## config.mk

```make
export PLATFORM = sky130hd
export DESIGN_NAME = rfa_arbiter
export DESIGN_NICKNAME = d
export VERILOG_FILES = /design/src/rfa_pkg.sv /design/src/rfa_arbiter.sv /design/src/rfa_ms_timer.sv
export SDC_FILE = /design/constraint.sdc
export NUM_CORES = 1
export LEC_CHECK = 0
export BUFFER_PORTS_ARGS = -buffer_cell sky130_fd_sc_hd__buf_2
export CAP_MARGIN = 20
export CORE_MARGIN = 3
export CORE_UTILIZATION = 55
export DETAILED_ROUTE_END_ITERATION = 16
export PLACE_DENSITY = 0.77
export SLEW_MARGIN = 5
export SYNTH_ARGS = -nofsm -noshare
export SYNTH_HDL_FRONTEND = slang
export SYNTH_SLANG_ARGS = --single-unit
export TNS_END_PERCENT = 50
```

## constraint.sdc

```tcl
create_clock -name aclk -period 8.2 [get_ports aclk]
set_input_delay 1.23 -clock aclk [delete_from_list [all_inputs] [get_ports aclk]]
set_output_delay 1.23 -clock aclk [all_outputs]
set_load 0.005 [all_outputs]
```

## src/rfa_pkg.sv

```systemverilog
// constants, register map and carrier types of the redundancy failover arbiter
// assumes a 250 MHz aclk and a peer link whose serial framing lives outside
package rfa_pkg;

  // time base
  localparam int CLK_PERIOD_NS = 4;
  localparam int MS_NS = 1000000;
  localparam int DEF_CYC_PER_MS = MS_NS / CLK_PERIOD_NS;

  // protocol and sequencing times in milliseconds
  localparam int TW = 11;
  localparam logic [TW-1:0] HB_MS = 11'd5;
  localparam logic [TW-1:0] TX_MS = 11'd100;
  localparam logic [TW-1:0] MSG_TO_MS = 11'd250;
  localparam logic [TW-1:0] DSR_TO_MS = 11'd25;
  localparam logic [TW-1:0] WIN_PRI_MS = 11'd500;
  localparam logic [TW-1:0] WIN_SEC_MS = 11'd1000;
  localparam logic [TW-1:0] SETTLE_MS = 11'd200;
  localparam logic [TW-1:0] RELEASE_MS = 11'd300;

  // timer slots
  localparam int NT = 5;
  localparam int T_HB = 0;
  localparam int T_TX = 1;
  localparam int T_MSG = 2;
  localparam int T_DSR = 3;
  localparam int T_PH = 4;

  // register byte offsets
  localparam int AW = 8;
  localparam logic [AW-1:0] REG_CTRL = 8'h00;
  localparam logic [AW-1:0] REG_BRK_MAP = 8'h04;
  localparam logic [AW-1:0] REG_DOUT = 8'h08;
  localparam logic [AW-1:0] REG_AOUT = 8'h0C;
  localparam logic [AW-1:0] REG_STATUS = 8'h10;
  localparam logic [AW-1:0] REG_WARN = 8'h14;
  localparam logic [AW-1:0] REG_ANOM = 8'h18;

  // bus responses
  localparam logic [1:0] RESP_OKAY = 2'h0;
  localparam logic [1:0] RESP_SLVERR = 2'h2;

  typedef enum logic [2:0] {
    ST_POWERUP = 3'b000,
    ST_STANDBY = 3'b001,
    ST_SETTLE = 3'b010,
    ST_ACTIVE = 3'b011,
    ST_RELEASE = 3'b100
  } rfa_role_t;

  typedef struct packed {
    logic [29:0] rsvd;
    logic app_ok;
    logic is_secondary;
  } rfa_ctrl_t;

  typedef struct packed {
    logic [28:0] rsvd;
    logic secondary_failure_warning;
    logic relay_failure_warning;
    logic primary_failure_warning;
  } rfa_warn_t;

  typedef struct packed {
    logic [21:0] rsvd;
    logic dsr_lost;
    logic msg_lost;
    logic wrong_config_alarm;
    logic relay_feedback;
    logic relay_command;
    logic peer_failed;
    logic active;
    rfa_role_t role;
  } rfa_status_t;

  localparam rfa_ctrl_t CTRL_RESET = '0;
  localparam rfa_warn_t WARN_RESET = '0;

  typedef struct packed {
    logic [15:0] dout;
    logic [15:0] aout1;
    logic [15:0] aout0;
  } rfa_image_t;

  typedef struct packed {
    logic is_secondary;
    logic active;
    rfa_image_t image;
    logic [15:0] anomalies;
  } rfa_msg_t;

  typedef struct packed {
    logic awvalid;
    logic [AW-1:0] awaddr;
    logic wvalid;
    logic [31:0] wdata;
    logic [3:0] wstrb;
    logic bready;
    logic arvalid;
    logic [AW-1:0] araddr;
    logic rready;
  } rfa_axi_req_t;

  typedef struct packed {
    logic awready;
    logic wready;
    logic bvalid;
    logic [1:0] bresp;
    logic arready;
    logic rvalid;
    logic [31:0] rdata;
    logic [1:0] rresp;
  } rfa_axi_rsp_t;

endpackage

```

## src/rfa_arbiter.sv

```systemverilog
// redundancy failover arbiter: peer supervision, role settling, relay control
// assumes peer link framing outside; pins are asynchronous, rx words are on aclk
//
// Added by the designer: register access over AXI4-Lite and the register offsets.
module rfa_arbiter #(
  parameter int CYC_PER_MS = rfa_pkg::DEF_CYC_PER_MS
) (
  // clock and reset
  input wire logic aclk,
  input wire logic aresetn,
  // register bus
  input wire rfa_pkg::rfa_axi_req_t axi_req,
  output rfa_pkg::rfa_axi_rsp_t axi_rsp,
  // peer link heartbeat lines
  output logic dtr_out,
  input wire logic dsr_in,
  // peer link status messages
  output logic tx_valid,
  output rfa_pkg::rfa_msg_t tx_msg,
  input wire logic rx_valid,
  input wire rfa_pkg::rfa_msg_t rx_msg,
  // relay and operator pins
  input wire logic handover_request_input,
  input wire logic relay_feedback_input,
  output logic relay_command_output,
  // local plant side
  input wire logic [15:0] local_anom_set,
  output rfa_pkg::rfa_image_t out_image,
  output logic [15:0] displayed_anom,
  output logic role_active,
  output logic gen_control_enable,
  output logic fieldbus_tx_enable,
  // alarms
  output logic primary_failure_warning,
  output logic relay_failure_warning,
  output logic secondary_failure_warning,
  output logic wrong_config_alarm
);

  localparam int CW = (CYC_PER_MS > 1) ? $clog2(CYC_PER_MS) : 1;
  localparam logic [CW-1:0] PRESCALE_LAST = CW'(CYC_PER_MS - 1);

  // refuse a time base the prescaler cannot produce
  if (CYC_PER_MS < 2) begin : g_bad_rate
    $error("CYC_PER_MS must be at least 2");
  end

  typedef struct packed {
    logic [1:0] dsr_s;
    logic dsr_prev;
    logic [1:0] ho_s;
    logic ho_prev;
    logic [1:0] fb_s;
    logic fb_prev;
    logic [CW-1:0] pre;
    logic ms_tick;
    logic dtr;
    rfa_pkg::rfa_role_t role;
    logic relay_cmd;
    rfa_pkg::rfa_warn_t warn;
    logic wrong_cfg;
    rfa_pkg::rfa_ctrl_t ctrl;
    logic [15:0] brk_map;
    rfa_pkg::rfa_image_t loc_img;
    rfa_pkg::rfa_image_t mir_img;
    rfa_pkg::rfa_image_t out_img;
    logic [15:0] own_anom;
    logic [15:0] mir_anom;
    logic [15:0] disp_anom;
    logic tx_valid;
    rfa_pkg::rfa_msg_t tx_msg;
    logic bvalid;
    logic [1:0] bresp;
    logic rvalid;
    logic [31:0] rdata;
    logic [1:0] rresp;
  } rfa_core_state_t;

  rfa_core_state_t st;
  rfa_core_state_t next_st;

  logic [rfa_pkg::NT-1:0] t_restart;
  logic [rfa_pkg::NT-1:0] t_done;
  logic [rfa_pkg::TW-1:0] t_limit [rfa_pkg::NT];

  logic aw_take;
  logic ar_take;
  logic [31:0] wmask;
  logic [32:0] wr_old;
  logic [32:0] rd_word;
  logic [31:0] wr_val;
  logic dsr_edge;
  logic ho_rise;
  logic fb;
  logic fb_chg;
  logic peer_fail;
  logic peer_msg;
  logic is_pri;
  logic exp_fb_active;
  logic exp_fb_standby;
  logic active_role;
  rfa_pkg::rfa_warn_t warn_set;
  rfa_pkg::rfa_warn_t warn_clr;

  // register read mux over the current state
  function automatic logic [32:0] read_word(input logic [rfa_pkg::AW-1:0] a);
    rfa_pkg::rfa_status_t s;
    logic [32:0] r;
    s = '0;
    s.role = st.role;
    s.active = active_role;
    s.peer_failed = peer_fail;
    s.relay_command = st.relay_cmd;
    s.relay_feedback = st.fb_s[1];
    s.wrong_config_alarm = st.wrong_cfg;
    s.msg_lost = t_done[rfa_pkg::T_MSG];
    s.dsr_lost = t_done[rfa_pkg::T_DSR];
    r = {1'b0, 32'h0000_0000};
    case (a)
      rfa_pkg::REG_CTRL: r[31:0] = st.ctrl;
      rfa_pkg::REG_BRK_MAP: r[31:0] = {16'h0000, st.brk_map};
      rfa_pkg::REG_DOUT: r[31:0] = {16'h0000, st.loc_img.dout};
      rfa_pkg::REG_AOUT: r[31:0] = {st.loc_img.aout1, st.loc_img.aout0};
      rfa_pkg::REG_STATUS: r[31:0] = s;
      rfa_pkg::REG_WARN: r[31:0] = st.warn;
      rfa_pkg::REG_ANOM: r[31:0] = {16'h0000, st.disp_anom};
      default: r[32] = 1'b1;
    endcase
    return r;
  endfunction

  // interval timers: heartbeat, transmit, message loss, heartbeat loss, phase
  for (genvar g = 0; g < rfa_pkg::NT; g++) begin : g_tmr
    rfa_ms_timer #(
      .W(rfa_pkg::TW)
    ) u_tmr (
      .aclk(aclk),
      .aresetn(aresetn),
      .restart(t_restart[g]),
      .ms_tick(st.ms_tick),
      .limit(t_limit[g]),
      .done(t_done[g])
    );
  end

  // derived conditions from synchronised pins and timers
  always_comb begin
    dsr_edge = st.dsr_s[1] ^ st.dsr_prev;
    ho_rise = st.ho_s[1] & ~st.ho_prev;
    fb = st.fb_s[1];
    fb_chg = st.fb_s[1] ^ st.fb_prev;
    peer_fail = t_done[rfa_pkg::T_MSG] | t_done[rfa_pkg::T_DSR];
    peer_msg = rx_valid & (rx_msg.is_secondary != st.ctrl.is_secondary);
    is_pri = ~st.ctrl.is_secondary;
    exp_fb_active = ~is_pri;
    exp_fb_standby = is_pri;
    active_role = (st.role == rfa_pkg::ST_SETTLE) || (st.role == rfa_pkg::ST_ACTIVE) ||
      (st.role == rfa_pkg::ST_RELEASE);
  end

  // bus handshakes: write address and data are taken together
  always_comb begin
    aw_take = axi_req.awvalid & axi_req.wvalid & ~st.bvalid;
    ar_take = axi_req.arvalid & ~st.rvalid;
    for (int i = 0; i < 4; i++) begin
      wmask[8*i +: 8] = {8{axi_req.wstrb[i]}};
    end
    wr_old = read_word(axi_req.awaddr);
    rd_word = read_word(axi_req.araddr);
    wr_val = (wr_old[31:0] & ~wmask) | (axi_req.wdata & wmask);
  end

  // main next-state logic
  always_comb begin
    next_st = st;
    warn_set = '0;
    warn_clr = '0;

    // pin synchronisers
    next_st.dsr_s = {st.dsr_s[0], dsr_in};
    next_st.dsr_prev = st.dsr_s[1];
    next_st.ho_s = {st.ho_s[0], handover_request_input};
    next_st.ho_prev = st.ho_s[1];
    next_st.fb_s = {st.fb_s[0], relay_feedback_input};
    next_st.fb_prev = st.fb_s[1];

    // millisecond tick
    next_st.ms_tick = (st.pre == PRESCALE_LAST);
    next_st.pre = next_st.ms_tick ? '0 : CW'(st.pre + 1'b1);

    // heartbeat toggle
    if (t_done[rfa_pkg::T_HB]) begin
      next_st.dtr = ~st.dtr;
    end

    // role sequencing
    case (st.role)
      rfa_pkg::ST_POWERUP: begin
        if (peer_msg && rx_msg.active) begin
          next_st.role = rfa_pkg::ST_STANDBY;
        end else if (peer_msg && is_pri) begin
          next_st.role = rfa_pkg::ST_SETTLE;
        end else if (t_done[rfa_pkg::T_PH]) begin
          next_st.role = rfa_pkg::ST_SETTLE;
          next_st.relay_cmd = st.ctrl.is_secondary;
        end
      end
      rfa_pkg::ST_STANDBY: begin
        if (st.ctrl.is_secondary && peer_fail) begin
          warn_set.primary_failure_warning = 1'b1;
          next_st.relay_cmd = 1'b1;
          next_st.role = rfa_pkg::ST_SETTLE;
        end else if (is_pri && ho_rise) begin
          next_st.role = rfa_pkg::ST_SETTLE;
        end
      end
      rfa_pkg::ST_SETTLE: begin
        if (t_done[rfa_pkg::T_PH]) begin
          next_st.role = rfa_pkg::ST_ACTIVE;
          if (fb != exp_fb_active) begin
            warn_set.relay_failure_warning = 1'b1;
          end
        end
      end
      rfa_pkg::ST_ACTIVE: begin
        if (st.ctrl.is_secondary) begin
          if (ho_rise) begin
            next_st.relay_cmd = 1'b0;
            next_st.role = rfa_pkg::ST_RELEASE;
          end
          if (fb != exp_fb_active) begin
            warn_set.relay_failure_warning = 1'b1;
          end
        end else if (fb != exp_fb_active) begin
          warn_set.primary_failure_warning = 1'b1;
          next_st.role = rfa_pkg::ST_STANDBY;
        end
      end
      rfa_pkg::ST_RELEASE: begin
        if (t_done[rfa_pkg::T_PH]) begin
          next_st.role = rfa_pkg::ST_STANDBY;
          if (fb != exp_fb_standby) begin
            warn_set.relay_failure_warning = 1'b1;
          end
        end
      end
      default: begin
        next_st.role = rfa_pkg::ST_POWERUP;
      end
    endcase

    // lost peer while the secondary still holds the relay
    if (is_pri && peer_fail && fb) begin
      warn_set.secondary_failure_warning = 1'b1;
    end

    // wrong configuration
    next_st.wrong_cfg = (|st.brk_map) & ~st.ctrl.app_ok;

    // mirroring of images and anomalies from the peer
    if (peer_msg) begin
      next_st.mir_img = rx_msg.image;
      next_st.mir_anom = rx_msg.anomalies;
    end
    if (st.role == rfa_pkg::ST_ACTIVE) begin
      next_st.mir_anom = st.mir_anom | local_anom_set;
    end
    if (next_st.role == rfa_pkg::ST_SETTLE && st.role != rfa_pkg::ST_SETTLE) begin
      next_st.own_anom = '0;
    end
    next_st.own_anom = next_st.own_anom | local_anom_set;
    next_st.disp_anom = active_role ? st.mir_anom : st.own_anom;

    // output image: own in ST_ACTIVE, mirrored in every other role
    next_st.out_img = (st.role == rfa_pkg::ST_ACTIVE) ? st.loc_img : st.mir_img;

    // periodic status message
    next_st.tx_valid = t_done[rfa_pkg::T_TX];
    if (t_done[rfa_pkg::T_TX]) begin
      next_st.tx_msg.is_secondary = st.ctrl.is_secondary;
      next_st.tx_msg.active = active_role;
      next_st.tx_msg.image = st.out_img;
      next_st.tx_msg.anomalies = st.mir_anom;
    end

    // register writes
    if (aw_take) begin
      next_st.bvalid = 1'b1;
      next_st.bresp = rfa_pkg::RESP_OKAY;
      case (axi_req.awaddr)
        rfa_pkg::REG_CTRL: begin
          next_st.ctrl = rfa_pkg::rfa_ctrl_t'({30'h0000_0000, wr_val[1:0]});
        end
        rfa_pkg::REG_BRK_MAP: next_st.brk_map = wr_val[15:0];
        rfa_pkg::REG_DOUT: next_st.loc_img.dout = wr_val[15:0];
        rfa_pkg::REG_AOUT: begin
          next_st.loc_img.aout1 = wr_val[31:16];
          next_st.loc_img.aout0 = wr_val[15:0];
        end
        rfa_pkg::REG_WARN: warn_clr = rfa_pkg::rfa_warn_t'(axi_req.wdata & wmask);
        rfa_pkg::REG_STATUS, rfa_pkg::REG_ANOM: next_st.bresp = rfa_pkg::RESP_OKAY;
        default: next_st.bresp = rfa_pkg::RESP_SLVERR;
      endcase
    end else if (axi_req.bready) begin
      next_st.bvalid = 1'b0;
    end

    // sticky warnings: a new event wins over a clear
    next_st.warn = (st.warn & ~warn_clr) | warn_set;
    next_st.warn.rsvd = '0;

    // register reads
    if (ar_take) begin
      next_st.rvalid = 1'b1;
      next_st.rdata = rd_word[31:0];
      next_st.rresp = rd_word[32] ? rfa_pkg::RESP_SLVERR : rfa_pkg::RESP_OKAY;
    end else if (axi_req.rready) begin
      next_st.rvalid = 1'b0;
    end
  end

  // timer restarts and limits
  always_comb begin
    t_restart[rfa_pkg::T_HB] = t_done[rfa_pkg::T_HB];
    t_restart[rfa_pkg::T_TX] = t_done[rfa_pkg::T_TX];
    t_restart[rfa_pkg::T_MSG] = peer_msg;
    t_restart[rfa_pkg::T_DSR] = dsr_edge;
    t_restart[rfa_pkg::T_PH] = (next_st.role != st.role) ||
      ((st.role == rfa_pkg::ST_SETTLE) && fb_chg);
    t_limit[rfa_pkg::T_HB] = rfa_pkg::HB_MS;
    t_limit[rfa_pkg::T_TX] = rfa_pkg::TX_MS;
    t_limit[rfa_pkg::T_MSG] = rfa_pkg::MSG_TO_MS;
    t_limit[rfa_pkg::T_DSR] = rfa_pkg::DSR_TO_MS;
    case (st.role)
      rfa_pkg::ST_POWERUP: begin
        t_limit[rfa_pkg::T_PH] = st.ctrl.is_secondary ? rfa_pkg::WIN_SEC_MS :
          rfa_pkg::WIN_PRI_MS;
      end
      rfa_pkg::ST_RELEASE: t_limit[rfa_pkg::T_PH] = rfa_pkg::RELEASE_MS;
      default: t_limit[rfa_pkg::T_PH] = rfa_pkg::SETTLE_MS;
    endcase
  end

  // state register
  always_ff @(posedge aclk) begin
    if (!aresetn) begin
      st <= '0;
    end else begin
      st <= next_st;
    end
  end

  // outputs
  always_comb begin
    axi_rsp.awready = aw_take;
    axi_rsp.wready = aw_take;
    axi_rsp.bvalid = st.bvalid;
    axi_rsp.bresp = st.bresp;
    axi_rsp.arready = ~st.rvalid;
    axi_rsp.rvalid = st.rvalid;
    axi_rsp.rdata = st.rdata;
    axi_rsp.rresp = st.rresp;
  end

  assign dtr_out = st.dtr;
  assign tx_valid = st.tx_valid;
  assign tx_msg = st.tx_msg;
  assign relay_command_output = st.relay_cmd;
  assign out_image = st.out_img;
  assign displayed_anom = st.disp_anom;
  assign role_active = active_role;
  // only a settled active unit runs and transmits
  assign gen_control_enable = (st.role == rfa_pkg::ST_ACTIVE) & ~st.wrong_cfg;
  assign fieldbus_tx_enable = (st.role == rfa_pkg::ST_ACTIVE) & ~st.wrong_cfg;
  assign primary_failure_warning = st.warn.primary_failure_warning;
  assign relay_failure_warning = st.warn.relay_failure_warning;
  assign secondary_failure_warning = st.warn.secondary_failure_warning;
  assign wrong_config_alarm = st.wrong_cfg;

endmodule

```

## src/rfa_ms_timer.sv

```systemverilog
// millisecond interval timer: counts ticks after a restart up to a limit
// assumes a one-cycle ms tick from the same clock domain
module rfa_ms_timer #(
  parameter int W = 11
) (
  // clock and reset
  input wire logic aclk,
  input wire logic aresetn,
  // control
  input wire logic restart,
  input wire logic ms_tick,
  input wire logic [W-1:0] limit,
  // result
  output logic done
);

  typedef struct packed {
    logic [W-1:0] cnt;
    logic done;
  } rfa_tmr_state_t;

  rfa_tmr_state_t st;
  rfa_tmr_state_t next_st;

  // count ticks, saturate once the limit is reached
  always_comb begin
    next_st = st;
    if (restart) begin
      next_st.cnt = '0;
    end else if (ms_tick && !st.done) begin
      next_st.cnt = W'(st.cnt + 1'b1);
    end
    next_st.done = !restart && (next_st.cnt >= limit);
  end

  always_ff @(posedge aclk) begin
    if (!aresetn) begin
      st <= '0;
    end else begin
      st <= next_st;
    end
  end

  assign done = st.done;

endmodule

```

# Word level (Yosys, flattened, before mapping)
# Index checks and enable logic that the tools add are counted.
# totals
output_inout_bits	181
ram_bits	0
mem_count	0
latch_bits	0
register_bits	412
wordCells	217
mem_bits_ro	0
# classes
shifts	0
eq_ne	29
order_cmp	5
n_div	0
n_reduce_logical	45
addsub	6
mux	53
n_mul	0
bitwise	27
# op_table
cell	count
$pmux 32 s7	2
$mux 11	10
$and 32x32->32	2
$mux 16	4
$add 11x1->11 const B	5
$eq 8x5->1 const B	6
$mux 48	1
$eq 8x4->1 const B	4
$not 32->32	1
$or 16x16->16	2
$or 32x32->32	1
$mux 3	10
$pmux 10 s2	1
$add 18x1->18 const B	1
$eq 18x18->1 const B	1
$logic_and 1x1->1	18
$eq 8x3->1 const B	2
$logic_not 8->1	2
$mux 1	16
$reduce_or 16->1	1
$pmux 3 s5	1
$reduce_or 7->1	2
$ge 11x10->1	1
$ge 11x3->1 const B	1
31 further kinds	70

# Logic depth before layout (Yosys ltp)
# depth
depth_word	11
ltp_mapped	14
ltp_nobuf	12

# Modules after synthesis
# From an unflattened synthesis, not the netlist that was laid out.
# unflattened
cells_unflattened	2367
area_unflattened_um2	19836.5
# by_module_without_submodules
mod	cells_each	instances	area_per_inst_um2
rfa_arbiter	1832	1	15675.0
rfa_ms_timer (g_tmr[1].u_tmr ...)	107	3	825.8
rfa_ms_timer (g_tmr[4].u_tmr)	108	1	857.1
rfa_ms_timer (g_tmr[0].u_tmr)	106	1	827.0

# Worst setup path before layout
# No wires, ideal clock.
# synth_timing
path_type	in2reg
start	in rx_valid
end	reg g_tmr[4].u_tmr.st (netlist bit g_tmr[4].u_tmr.done)
cell_stages	12
arrival_time_ns	3.560
slack_ns	4.511
path_cell_list	a211oi_1 -> a41oi_1 -> a32oi_2 -> a31oi_1 -> buf_2 -> buf_2 -> nor3_1 -> ha_1 -> a2111oi_0 -> a21oi_1 -> o31ai_1 -> a211oi_1
# synth_rtl
item	line_no	text
from (decl)	rfa_arbiter.sv:20	input wire logic rx_valid,
to (signal assigned)	rfa_ms_timer.sv:40	st <= next_st;
to (decl)	rfa_ms_timer.sv:22	rfa_tmr_state_t st;

==> impl_metrics.ini <==
[run_status]
status = finished, final reports clean

[clock_network]
cts_tree = built
ctsResizeCount = 0
postCtsSetupBuffers = 0
cts_buffers = 43
cts_sinks = 410
cts_buffer_depth = 3
cts.htree.levels = 2
root_buffer = clkbuf_16
clk_pin_slew_ns = 0.06
clk_latency_ns = 0.55
ctsHoldBuffers = 0

[route]
drtPass1Iterations = 6
drt_iter0_drc = 1519
routedWlPerCell_um = 19.63
antenna_left = 0
vias = 16190
finalWirelength_um = 54800
avgViaCountPerCell = 5.801
drc = 0

[sta]
fmax_ghz = 0.2393
fin_crit_sh_pct = 50.95
finalSetupTns_ns = 0
min_period_ns = 4.178
setup_slack_ns = 4.022
finalHoldViolations = 0
holdWs_ns = 0.4353
slew-limit-headroom_pct = 31.96
tightest_slew_ns = 1.021
setup_viol = 0
maxSlewViolCount = 0
rsz0062_at_grt = no
clock_skew_ns = 0.01908

[grt]
grt_max_degree = 136
grt_overflow = 0
grt_pass1_vias = 15430
grt_use_total_pct = 28.99
grt_antenna_before_repair = 8
grt_pass1_wl_um = 83930

[yosys]
synthAdderAreaFrac_pct = 1.071
synth-compound-area-share_pct = 15.22
yosysUniqueCellTypes = 79
ys_warn_count = 0
syn_area_mm2 = 0.01870
synth_seq_area_share_pct = 43.90
synth_top_family_by_area = simple AND/OR/NAND/NOR gates
async_flop_share_pct = 0
synthXorXnorAreaFrac_pct = 3.560
synthMuxAreaShare_pct = 5.768
synthCells = 2242
synth-seq-cells = 410
synth_edf_count = 0
synth_flop_cell = dfxtp_1
syn_avg_cell_area_um2 = 8.340
synth-simple-area-share_pct = 19.80

[pwr]
p_leak_nw = 8.065
clkPwrFrac_pct = 45.0
powerDensity_mw_per_mm2 = 210.6
pwr-share-comb_pct = 7.0
vdd_drop_max_uv = 159.6
p_sw_mw = 1.051
total_power_mw = 4.341
cellInternalPower_mw = 3.290
p_sw_share_pct = 24.22
seqPwrFrac_pct = 48.0

[min_path]
hp-class = reg -> reg
hold_depth = 1
hold_start = next_st[410]$_SDFF_PN0_
holdPathEnd = next_st[408]$_SDFF_PN0_

[worst_setup_path]
endpoint_kind = register
setup.worst_path.class = reg -> reg
cp-start-kind = register
timing.rr.end = g_tmr[4].u_tmr.done$_SDFF_PN0_
cp.arrival_ns = 4.59
startpoint = st[380]$_SDFF_PN0_
crit_fanout = 25
r2r_setup_slack_ns = 4.02
timing.rr.start = st[380]$_SDFF_PN0_
ff2ff_path_depth = 12
crit_required_ns = 8.61

[floorplanning]
start_util_pct = 56.61
die-area_mm2 = 0.03624
io_pins = 326
fp.dieW_um = 190.4
die_y_um = 190.4
rows = 66
design.core.area_mm2 = 0.03303

[final_layout]
n_antenna_cell = 0
drive_above_1_share_pct = 19.07
nets = 2480
areaGrowthSynthToFinish_pct = 10.24

[place]
gp_congestion = 0.9562
place_ws_ns = 3.771
hpwl_um = 38680
io_buffers = 323

[run]
max_cap_violations = 0
==> metal layers <==
metal,vias to the layer above,share of wire (%),GRT usage (%)
met5,-,0.21,0
met4,12,3.3,8.721
met3,145,11,7.445
met2,826,44,46.35
met1,7528,42,38.83
li1,7680,-,-
==> how the worst max path moves through the flow <==
stage / end / cells after the start
global placement: g_tmr[4].u_tmr.done$_SDFF_PN0_ / 12
finish: g_tmr[4].u_tmr.done$_SDFF_PN0_ / 12
global route: g_tmr[4].u_tmr.done$_SDFF_PN0_ / 12
detailed placement: g_tmr[4].u_tmr.done$_SDFF_PN0_ / 12
floorplan: g_tmr[4].u_tmr.done$_SDFF_PN0_ / 12
CTS: g_tmr[4].u_tmr.done$_SDFF_PN0_ / 12
==> cell usage in the layout, fill, tap and decap left out, types with 6 or more instances in the layout <==
cell type  instances
nand2_1          358
nor3_1            38
a22oi_1           35
xor2_1            35
nor4_1            14
clkinv_2           6
buf_4             17
nand2b_1          21
xnor2_1           41
nand4_1           14
mux2_2            10
a21oi_1          215
o22ai_1            7
nand3_1           56
dfxtp_1          409
or3_1             12
mux2i_1           92
nand3b_1           6
clkbuf_16         46
clkbuf_1          10
and2_1            22
a221oi_1          10
a32o_1            14
ha_1              16
and3_1            13
buf_2            323
nor2_1           202
a31oi_1           24
o21ai_0           96
o31ai_1            9
a211oi_1           7
inv_1             33
nor2b_1           16
==> Yosys cell counts (5+ instances only) <==
library cell | number | area (um2)
buf_4 | 172 | 1291
a211oi_1 | 7 | 52.55
and4b_1 | 5 | 50.05
nand2_1 | 360 | 1351
o21ai_0 | 96 | 480.5
nor4_1 | 14 | 87.58
nor2_1 | 203 | 762.0
xnor2_1 | 41 | 359.1
ha_1 | 16 | 200.2
mux2i_1 | 92 | 920.9
nand2b_1 | 21 | 131.4
inv_1 | 34 | 127.6
mux2_2 | 10 | 112.6
nand3b_1 | 6 | 45.04
or3_1 | 12 | 75.07
a221oi_1 | 10 | 87.58
nand3_1 | 56 | 280.3
xor2_1 | 35 | 306.5
nor3_1 | 38 | 190.2
o22ai_1 | 7 | 43.79
and2_1 | 23 | 143.9
a32o_1 | 14 | 140.1
buf_1 | 11 | 41.29
a22oi_1 | 35 | 262.8
clkbuf_1 | 100 | 375.4
o31ai_1 | 9 | 67.56
a31oi_1 | 24 | 150.1
a21oi_1 | 215 | 1076
buf_2 | 25 | 125.1
nor2b_1 | 16 | 100.1
and3_1 | 13 | 81.33
o211ai_1 | 5 | 37.54
dfxtp_1 | 410 | 8208
nand4_1 | 14 | 87.58
==> layout make-up <==
cell class / instances / area [um2]
inverter: 37 / 146.4
sequential: 410 / 8212
multi-input combinational: 1486 / 8513
clock inverter: 16 / 186.4
fill: 2922 / 12420
clock buffer: 59 / 1230
timing repair buffer: 341 / 1772
tap: 442 / 553.0
==> registers in the layout, summed over array words and instances, names as in the netlist, 5 cells and up <==
signal            flops
axi_rsp              36
displayed_anom       16
g_tmr.u_tmr.done      5
g_tmr.u_tmr.st       55
next_st               5
out_image            48
st                  170
tx_msg               66
==> power groups by stage <==
stage | Clock [mW] | Sequential [mW] | Combinational (mW)
floorplan | 0 | 2.10 | 0.208
global placement | 0 | 2.12 | 0.294
detailed placement | 0 | 2.12 | 0.298
CTS | 1.98 | 2.08 | 0.299
global route | 2.06 | 2.08 | 0.335
finish | 1.95 | 2.08 | 0.305
==> logic make-up (layout without fill, tap and decap cells) <==
| family | count (synthesis) | count (layout) |
|---|---|---|
| xor+xnor | 76 | 76 |
| buf+inv | 347 | 453 |
| compound gates | 471 | 471 |
| simple gates | 817 | 817 |
| mux | 104 | 104 |
| fa+ha+maj | 16 | 16 |
| other cells | 1 | 2 |
| flops | 410 | 410 |
==> metrics by stage <==
step | instance area [um2] | instances | utilization, %
global placement | 19170 | 2715 | 58.03
detailed placement | 19170 | 2715 | 58.03
global route | 20610 | 2791 | 62.40
CTS | 20580 | 2790 | 62.32
finish | 20610 | 2791 | 62.40
floorplan | 18700 | 2243 | -
==> worst max-delay path: stages, from the launching register on <==
cell       delay, ns
dfxtp_1         0.56
buf_4           0.37
inv_2           0.15
o31a_1          0.34
a32oi_2         0.74
a31oi_1         0.22
buf_4           0.26
nor3_1          0.21
ha_1            0.29
a2111oi_0       0.42
a21oi_1         0.14
o31ai_1         0.23
a211oi_1        0.09
No activity file was read; power rests on OpenSTA's default activity.
